$ cat config.mk
export PLATFORM = sky130hd
export DESIGN_NAME = qpot_top
export DESIGN_NICKNAME = d
export VERILOG_FILES = /design/src/qpot_pkg.sv /design/src/qpot_edge.sv /design/src/qpot_latch.sv /design/src/qpot_top.sv
export VERILOG_INCLUDE_DIRS = /design/src
export SDC_FILE = /design/constraint.sdc
export NUM_CORES = 1
export LEC_CHECK = 0
export BUFFER_PORTS_ARGS = -buffer_cell sky130_fd_sc_hd__buf_2
export CORE_MARGIN = 2
export CORE_UTILIZATION = 56
export DETAILED_ROUTE_END_ITERATION = 12
export HOLD_SLACK_MARGIN = 0.05
export PLACE_DENSITY = 0.79
export RECOVER_POWER = 50
export SETUP_SLACK_MARGIN = 0.1
export SLEW_MARGIN = 30
export SYNTH_ARGS = -nofsm -noshare
export SYNTH_HDL_FRONTEND = slang
export SYNTH_SLANG_ARGS = --single-unit
$ cat constraint.sdc
create_clock -name i_clk -period 1.5 [get_ports i_clk]
set_input_delay 0.075 -clock i_clk [delete_from_list [all_inputs] [get_ports i_clk]]
set_output_delay 0.075 -clock i_clk [all_outputs]
set_load 0.02 [all_outputs]
$ cat src/qpot_cfg.svh
/*
 * Constants of the quad wiper serial control block: word layout,
 * reset codes and serial timing.
 * Assumes a 50 MHz system clock; included by the package and the latch and top modules.
 */
`ifndef QPOT_CFG_SVH
`define QPOT_CFG_SVH

// Word layout
`define QPOT_WORD_BITS      8
`define QPOT_CODE_BITS      6
`define QPOT_CHANNELS       4
`define QPOT_ADDR_HI_POS    7
`define QPOT_ADDR_LO_POS    6
`define QPOT_CODE_MSB_POS   5

// Reset values
`define QPOT_MIDSCALE_CODE  6'h20
`define QPOT_WORD_RESET     8'h00

// Timing
`define QPOT_CLK_PERIOD_NS      20
`define QPOT_SCLK_MIN_PERIOD_NS 100
`define QPOT_SCLK_MIN_CYCLES \
   ((`QPOT_SCLK_MIN_PERIOD_NS + `QPOT_CLK_PERIOD_NS - 1) \
    / `QPOT_CLK_PERIOD_NS)

`endif

$ cat src/qpot_pkg.sv
/*
 * Types of the quad wiper serial control block.
 * Assumes qpot_cfg.svh is on the include path.
 */
`include "qpot_cfg.svh"

package qpot_pkg;

   typedef logic [`QPOT_CODE_BITS-1:0] qpot_code_t;
   typedef logic [`QPOT_CHANNELS-1:0][`QPOT_CODE_BITS-1:0] qpot_codes_t;

   // Frame sequence, Gray coded along idle, active, commit
   typedef enum logic [1:0]
   {
      QPOT_IDLE   = 2'h0,
      QPOT_ACTIVE = 2'h1,
      QPOT_COMMIT = 2'h3
   } qpot_frame_e;

   typedef struct packed
   {
      logic rate_err;
      logic align_err;
      logic frame_active;
      logic load_done;
   } qpot_status_t;

   typedef struct packed
   {
      logic level;
   } qpot_edge_state_t;

   typedef struct packed
   {
      qpot_code_t code;
   } qpot_latch_state_t;

   typedef struct packed
   {
      qpot_frame_e                  frame;
      logic [`QPOT_WORD_BITS-1:0]   shift;
      logic [2:0]                   bit_cnt;
      logic                         any_bits;
      logic                         first_edge;
      logic [3:0]                   period_cnt;
      logic                         chain_bit;
      logic                         chain_oe_n;
      logic                         chain_level;
      logic                         load;
      logic [1:0]                   load_addr;
      qpot_code_t                   load_code;
      logic                         hi_open;
      logic                         wiper_low;
      qpot_status_t                 status;
   } qpot_top_state_t;

endpackage : qpot_pkg

$ cat src/qpot_edge.sv
/*
 * Edge finder for one sampled input level.
 * Assumes the input is synchronous to i_clk.
 */
`timescale 1ns/1ps

module qpot_edge #(
   parameter logic IDLE_LEVEL = 1'b0
) (
   // Clock and reset
   input  wire logic i_clk,
   input  wire logic i_reset,
   // Level in, edges out
   input  wire logic i_level,
   output logic      o_rise,
   output logic      o_fall
);

   qpot_pkg::qpot_edge_state_t state;
   qpot_pkg::qpot_edge_state_t next_state;

   always_comb
   begin
      next_state.level = i_level;
   end

   always_ff @(posedge i_clk)
   begin
      if (i_reset)
         state.level <= IDLE_LEVEL;
      else
         state <= next_state;
   end

   assign o_rise = i_level & ~state.level;
   assign o_fall = ~i_level & state.level;

endmodule : qpot_edge

$ cat src/qpot_latch.sv
/*
 * One 6-bit wiper latch with asynchronous midscale preset.
 * Assumes i_load is a one-cycle pulse from the frame logic.
 */
`timescale 1ns/1ps
`include "qpot_cfg.svh"

module qpot_latch (
   // Clock and resets
   input  wire logic                i_clk,
   input  wire logic                i_reset,
   input  wire logic                i_midscale_reset_n,
   // Load port
   input  wire logic                i_load,
   input  wire qpot_pkg::qpot_code_t i_code,
   // Held code
   output qpot_pkg::qpot_code_t     o_code
);

   qpot_pkg::qpot_latch_state_t state;
   qpot_pkg::qpot_latch_state_t next_state;

   // Only an addressed load changes the code
   always_comb
   begin
      next_state = state;
      if (i_load)
         next_state.code = i_code;
   end

   // Preset is asynchronous and beats any load
   always_ff @(posedge i_clk or negedge i_midscale_reset_n)
   begin
      if (!i_midscale_reset_n)
         state.code <= `QPOT_MIDSCALE_CODE;
      else if (i_reset)
         state.code <= `QPOT_MIDSCALE_CODE;
      else
         state <= next_state;
   end

   assign o_code = state.code;

endmodule : qpot_latch

$ cat src/qpot_top.sv
/*
 * Serial write path of a four-channel, 64-step wiper controller:
 * shift register, frame sequencer, address decode, chain output,
 * shutdown controls and four wiper latches.
 * Assumes the host serial clock, select and data are synchronous
 * inputs sampled at 50 MHz; the analog ladder sits outside.
 */
// Operation
// - One 8-bit word carries one wiper update; host sends one per update.
// - Word is two address bits then six code bits, MSB first.
// - Code bits B5..B0 go to channel twice upper plus lower address plus one.
// - Channels update singly in any order; others keep their codes.
// - Serial clock up to 10 MHz, a 100 ns period.
// - Midscale reset low loads code 32 into all wiper latches.
// - Power down low opens high ends and ties wipers to low ends.
// - Power down keeps latches; settings resume afterward.
// - Each channel holds a 6-bit code selecting one of 64 taps.
// - Code zero is the low end tap; each step moves toward high end.
// - Chip select rising decodes address and loads addressed latch.
// - While select low, each rising serial clock shifts one bit in.
// - Chain output presents the bit entered eight shifts earlier.
// - During power down the open-drain chain output is released.
`timescale 1ns/1ps
`include "qpot_cfg.svh"

module qpot_top (
   // Clock and reset
   input  wire logic                  i_clk,
   input  wire logic                  i_reset,
   // Host serial pins
   input  wire logic                  i_serial_clk,
   input  wire logic                  i_chip_select_n,
   input  wire logic                  i_serial_in,
   // Control pins
   input  wire logic                  i_midscale_reset_n,
   input  wire logic                  i_power_down_n,
   // Open-drain chain output
   output logic                       o_serial_chain_out,
   output logic                       o_serial_chain_out_oe_n,
   // Wiper codes, 0 at low end, 63 at high end
   output qpot_pkg::qpot_codes_t      o_wiper_code,
   // Analog switch controls
   output logic                       o_high_end_open,
   output logic                       o_wiper_to_low_end,
   // Status
   output qpot_pkg::qpot_status_t     o_status
);

   localparam logic [3:0] MIN_CYCLES =
      4'(`QPOT_SCLK_MIN_CYCLES);
   localparam logic [3:0] CNT_MAX = 4'hf;

   qpot_pkg::qpot_top_state_t state;
   qpot_pkg::qpot_top_state_t next_state;

   logic       sclk_rise;
   logic       cs_fall;
   logic       cs_rise;
   // Frame events decoded ahead of the sequencer
   logic       shift_take;
   logic       rate_too_fast;
   logic       word_misaligned;
   logic       chain_next;
   logic       chain_drive;
   logic [3:0] load_sel;

   // Edge finders on the host clock and select
   qpot_edge #(
      .IDLE_LEVEL (1'b0)
   ) u_sclk_edge (
      .i_clk   (i_clk),
      .i_reset (i_reset),
      .i_level (i_serial_clk),
      .o_rise  (sclk_rise),
      .o_fall  ()
   );

   qpot_edge #(
      .IDLE_LEVEL (1'b1)
   ) u_cs_edge (
      .i_clk   (i_clk),
      .i_reset (i_reset),
      .i_level (i_chip_select_n),
      .o_rise  (cs_rise),
      .o_fall  (cs_fall)
   );

   // Shift gate, rate and alignment judged from the held state
   always_comb
   begin
      // The commit cycle ignores clock edges while the word is decoded
      shift_take = sclk_rise && !i_chip_select_n &&
                   state.frame != qpot_pkg::QPOT_COMMIT;
      // The first edge of a frame has no period to judge
      rate_too_fast = !state.first_edge &&
                      state.period_cnt < MIN_CYCLES;
      // An empty frame or a part word leaves stale bits in the decode
      word_misaligned = !state.any_bits ||
                        state.bit_cnt != 3'h0;
   end

   // Address decode into one select line per latch
   always_comb
   begin
      case (state.load_addr)
         2'h0:    load_sel = 4'h1;
         2'h1:    load_sel = 4'h2;
         2'h2:    load_sel = 4'h4;
         2'h3:    load_sel = 4'h8;
         default: load_sel = 4'h0;
      endcase
   end

   // Outgoing chain bit and pin drive
   always_comb
   begin
      chain_next = state.chain_bit;
      if (shift_take)
         chain_next = state.shift[`QPOT_WORD_BITS-1];
      // Released when deselected or powered down, sparing the pull-up
      chain_drive = i_power_down_n && !i_chip_select_n &&
                    !chain_next;
   end

   // Four wiper latches, one per address
   genvar ch;
   generate
      for (ch = 0; ch < `QPOT_CHANNELS; ch++)
      begin : g_latch
         logic load_this;
         // Address n selects channel n+1, counted from one
         assign load_this = state.load & load_sel[ch];
         qpot_latch u_latch (
            .i_clk              (i_clk),
            .i_reset            (i_reset),
            .i_midscale_reset_n (i_midscale_reset_n),
            .i_load             (load_this),
            .i_code             (state.load_code),
            .o_code             (o_wiper_code[ch])
         );
      end
   endgenerate

   always_comb
   begin
      next_state = state;
      next_state.load = 1'b0;
      next_state.status.load_done = 1'b0;

      // Period counter saturates so long gaps never wrap
      if (state.period_cnt != CNT_MAX)
         next_state.period_cnt = state.period_cnt + 4'h1;

      case (state.frame)
         qpot_pkg::QPOT_IDLE:
         begin
            if (cs_fall)
            begin
               next_state.frame = qpot_pkg::QPOT_ACTIVE;
               next_state.bit_cnt = 3'h0;
               next_state.any_bits = 1'b0;
               next_state.first_edge = 1'b1;
               next_state.status.rate_err = 1'b0;
               next_state.status.align_err = 1'b0;
            end
         end
         qpot_pkg::QPOT_ACTIVE:
         begin
            if (cs_rise)
            begin
               next_state.frame = qpot_pkg::QPOT_COMMIT;
            end
         end
         qpot_pkg::QPOT_COMMIT:
         begin
            // Last eight bits held decide the target and the code
            next_state.frame = qpot_pkg::QPOT_IDLE;
            next_state.load = 1'b1;
            next_state.load_addr =
               {state.shift[`QPOT_ADDR_HI_POS],
                state.shift[`QPOT_ADDR_LO_POS]};
            next_state.load_code =
               state.shift[`QPOT_CODE_MSB_POS:0];
            next_state.status.load_done = 1'b1;
            // A frame not a whole number of words is flagged
            if (word_misaligned)
               next_state.status.align_err = 1'b1;
         end
         default:
         begin
            next_state.frame = qpot_pkg::QPOT_IDLE;
         end
      endcase

      // Shift on rising serial clock while selected
      if (shift_take)
      begin
         next_state.chain_bit = chain_next;
         next_state.shift =
            {state.shift[`QPOT_WORD_BITS-2:0], i_serial_in};
         next_state.bit_cnt = state.bit_cnt + 3'h1;
         next_state.any_bits = 1'b1;
         next_state.first_edge = 1'b0;
         next_state.period_cnt = 4'h1;
         // Edges closer than the fastest period are flagged
         if (rate_too_fast)
            next_state.status.rate_err = 1'b1;
      end

      next_state.status.frame_active =
         next_state.frame != qpot_pkg::QPOT_IDLE;

      // Shutdown drives switches and releases the chain output; latches are not touched
      next_state.hi_open = ~i_power_down_n;
      next_state.wiper_low = ~i_power_down_n;

      // Open drain: pull low for a zero, release otherwise
      next_state.chain_level = 1'b0;
      next_state.chain_oe_n = ~chain_drive;
   end

   // Midscale reset clears the chain bit and drops a pending load
   always_ff @(posedge i_clk or negedge i_midscale_reset_n)
   begin
      if (!i_midscale_reset_n)
      begin
         state.frame <= qpot_pkg::QPOT_IDLE;
         state.shift <= `QPOT_WORD_RESET;
         state.bit_cnt <= 3'h0;
         state.any_bits <= 1'b0;
         state.first_edge <= 1'b1;
         state.period_cnt <= 4'hf;
         state.chain_bit <= 1'b0;
         state.chain_oe_n <= 1'b1;
         state.chain_level <= 1'b0;
         state.load <= 1'b0;
         state.load_addr <= 2'h0;
         state.load_code <= `QPOT_MIDSCALE_CODE;
         state.hi_open <= 1'b0;
         state.wiper_low <= 1'b0;
         state.status <= '0;
      end
      else if (i_reset)
      begin
         state.frame <= qpot_pkg::QPOT_IDLE;
         state.shift <= `QPOT_WORD_RESET;
         state.bit_cnt <= 3'h0;
         state.any_bits <= 1'b0;
         state.first_edge <= 1'b1;
         state.period_cnt <= 4'hf;
         state.chain_bit <= 1'b0;
         state.chain_oe_n <= 1'b1;
         state.chain_level <= 1'b0;
         state.load <= 1'b0;
         state.load_addr <= 2'h0;
         state.load_code <= `QPOT_MIDSCALE_CODE;
         state.hi_open <= 1'b0;
         state.wiper_low <= 1'b0;
         state.status <= '0;
      end
      else
      begin
         state <= next_state;
      end
   end

   assign o_serial_chain_out = state.chain_level;
   assign o_serial_chain_out_oe_n = state.chain_oe_n;
   assign o_high_end_open = state.hi_open;
   assign o_wiper_to_low_end = state.wiper_low;
   assign o_status = state.status;

endmodule : qpot_top

==> flow_summary.yaml <==
status:
  status: "finished clean"
power:
  vdd_ir_drop_max_mv: 0.6413
  power_frac_clock_pct: 43.8
  p_int_mw: 2.981
  p_per_area_nw_per_um2: 1206
  power_switching_uw: 895.7
  seqPwrFrac_pct: 45.8
  pwr-share-comb_pct: 10.4
  p_total_mw: 3.877
  cellLeakagePower_nw: 1.576
  switching_share_pct: 23.10
synthesis:
  synthArstFlopShare_pct: 96.67
  ys_types: 38
  ys_seq_area_share_pct: 57.01
  synthCells: 239
  synth_edf_count: 0
  synthesis.nets: 250
  postSynthAreaPerCell_um2: 11.05
  yosysWarnings: 0
  netlist_area_um2: 2640
  synth_flop_cell: "dfrtp_1"
  ys_seq_elements: 60
sta:
  worst_pin_slew_ns: 0.7873
  drv_slew: 0
  fin_crit_ns: 1.394
  finalSetupViolations: 0
  setup_tns_ns: 0
  max_freq_mhz: 717.6
  setup_slack_ns: 0.1064
  finalHoldViolCount: 0
  rsz0062_at_grt: "true"
  fin_worst_skew_ns: 0.006140
  worst_hold_slack_ns: 0.05795
  max-slew-margin-rel_pct: 47.51
  finalCritPeriodShare_pct: 92.91
cells_and_area:
  layout.nets: 296
  layout_commonest_cell: "dfrtp_1"
  utilization_pct: 72.35
  fill_cells: 304
  drive_above_1_share_pct: 26.21
  final_cell_mix: "46 x dfrtp_1, 26 x mux2i_1, 25 x nor2_1, 23 x buf_2, 21 x nand2_1"
  diodes: 0
  synthToLayoutAreaGrowth_pct: 21.80
critical_path:
  r2r_setup_slack_ns: 0.11
  r2r_start: "state[36]"
  required_ns: 1.71
  crit_type: "reg -> reg"
  crit_path_end_kind: "register"
  worstSetupStartpointType: "register"
  arrival_ns: 1.60
  crit_start: "state[36]"
  cp_max_fo: 6
grt:
  grt_use_total_pct: 22.03
  grt_first_pass_wirelength_mm: 8.797
  antenna_found_initial: 0
  grt_max_degree: 45
  grt_overflow: 0
  first_global_vias: 1861
detailed_routing:
  routed-via-count: 1944
  routed_via_density: 5.684
  dr.pass1.iters: 4
  wl_met2_mm: 2.833
  highest_layer: "met4"
  antenna_left: 0
  drt_iter0_markers: 189
  drc: 0
  dr_wl_met3_um: 234
  wl_mm: 5.555
  wirelength_met1_mm: 2.441
  wl_per_cell_um: 16.24
cts:
  cts_root_buf: "clkbuf_8"
  clk_pin_slew_ns: 0.06
  clock_sink_count: 60
  cts_tree: "yes"
  htree_levels: 3
  clock_path_buffers: 2
  clock_latency_ns: 0.33
  cts_buffers: 9
die:
  die_height_um: 72.66
  io_pins: 39
  rows: 24
  die_w_um: 72.66
  initial_core_util_pct: 59.40
  core_area_um2: 4444
  die_area_um2: 5279
run:
  drv_cap: 0
placed_design:
  dpl.hpwl_mm: 3.466
  place_congestion: 0.7827
  preCtsSetupSlack_ns: 0.09062
  port_buffers: 37
worst_hold_path:
  hold_start: "i_reset"
  hold_path.class: "in -> reg"
-- through the flow --
| step | area, µm² | cells |
|---|---|---|
| after CTS | 3167 | 341 |
| after detailed placement | 2888 | 321 |
| after floorplan | 2640 | 239 |
| final | 3216 | 342 |
| after global routing | 3216 | 342 |
| after global placement | 2888 | 321 |
-- per-layer routing --
metal,vias to the layer above,global-route usage (%)
li1,922,-
met1,958,29.90
met2,58,33.94
met3,6,7.597
met4,0,6.173
met5,-,0
-- cell families after synthesis --
kind of cell / count (synthesis) / share of synthesized area [%]
AOI/OAI and AO/OA: 38 / 9.431
xor gates and xnor gates: 1 / 0.3318
adders and majority gates: 4 / 1.896
buffers and inverters: 26 / 4.834
DFF: 60 / 57.01
muxes: 27 / 10.28
other: 1 / 0.1420
and+or+nand+nor: 82 / 16.07
-- critical path, cell delays in order, from the launching register on --
cell,delay [ns]
dfrtp_1,0.46
and2_2,0.24
buf_4,0.17
o31ai_1,0.29
a21oi_1,0.11
-- synth_stat cells, types with 2 or more instances --
cell / instances / area, µm²
nand3b_2: 2 / 22.52
nand3_1: 4 / 20.02
buf_4: 7 / 52.55
nand4_1: 10 / 62.56
dfxtp_1: 2 / 40.04
nand3b_1: 2 / 15.01
nand2b_1: 4 / 25.02
inv_1: 8 / 30.03
dfrtp_1: 47 / 1176
mux2i_1: 26 / 260.3
a21o_1: 2 / 15.01
o21ai_0: 4 / 20.02
a21oi_1: 18 / 90.09
clkbuf_1: 5 / 18.77
nor2_1: 25 / 93.84
buf_2: 3 / 15.01
ha_1: 4 / 50.05
nand2_1: 21 / 78.83
dfstp_2: 11 / 289.0
buf_1: 3 / 11.26
nor2b_1: 2 / 12.51
nor3_1: 5 / 25.02
o31ai_1: 9 / 67.56
-- layout make-up --
cell class	instances	area [µm²]	area share (%)
flip-flops and latches	60	1506	46.85
multi-input cells	153	1069	33.23
repair buffers	53	314.1	9.767
clock buffers	11	131.4	4.086
clock inverters	5	100.1	3.113
well taps	52	65.06	2.023
inverters	8	30.03	0.9339
-- path summary, 6_finish.rpt --
check / to / cells after the start
max reg2reg: state[27] / 4
min in group asynchronous: state[25] / 2
max: state[27] / 4
min reg2reg: state[36] / 1
max in group asynchronous: o_serial_chain_out_oe_n / 3
min: u_sclk_edge.state / 2
-- registers in the layout, summed over array words and instances (netlist names) --
register                 count
o_serial_chain_out_oe_n      1
state                       29
g_latch.u_latch.o_code      24
o_status                     3
o_high_end_open              1
u_cs_edge.state              1
u_sclk_edge.state            1
-- what timing repair did --
item	4_1_cts	5_1_grt
setup endpoints to repair	1	15
resized for setup	2	10
endpoints found under the hold margin	59	0
setup buffers	0	1
pin swaps	0	0
hold buffers	4	0
-- power groups by stage --
stage / clock, mW / sequential, mW / combinational (mW)
final: 1.70 / 1.78 / 0.402
after global routing: 1.81 / 1.78 / 0.455
after CTS: 1.72 / 1.76 / 0.391
after detailed placement: 0 / 1.79 / 0.370
after global placement: 0 / 1.78 / 0.359
after floorplan: 0 / 1.78 / 0.255
Note: power is estimated with default switching activity, not from simulation.
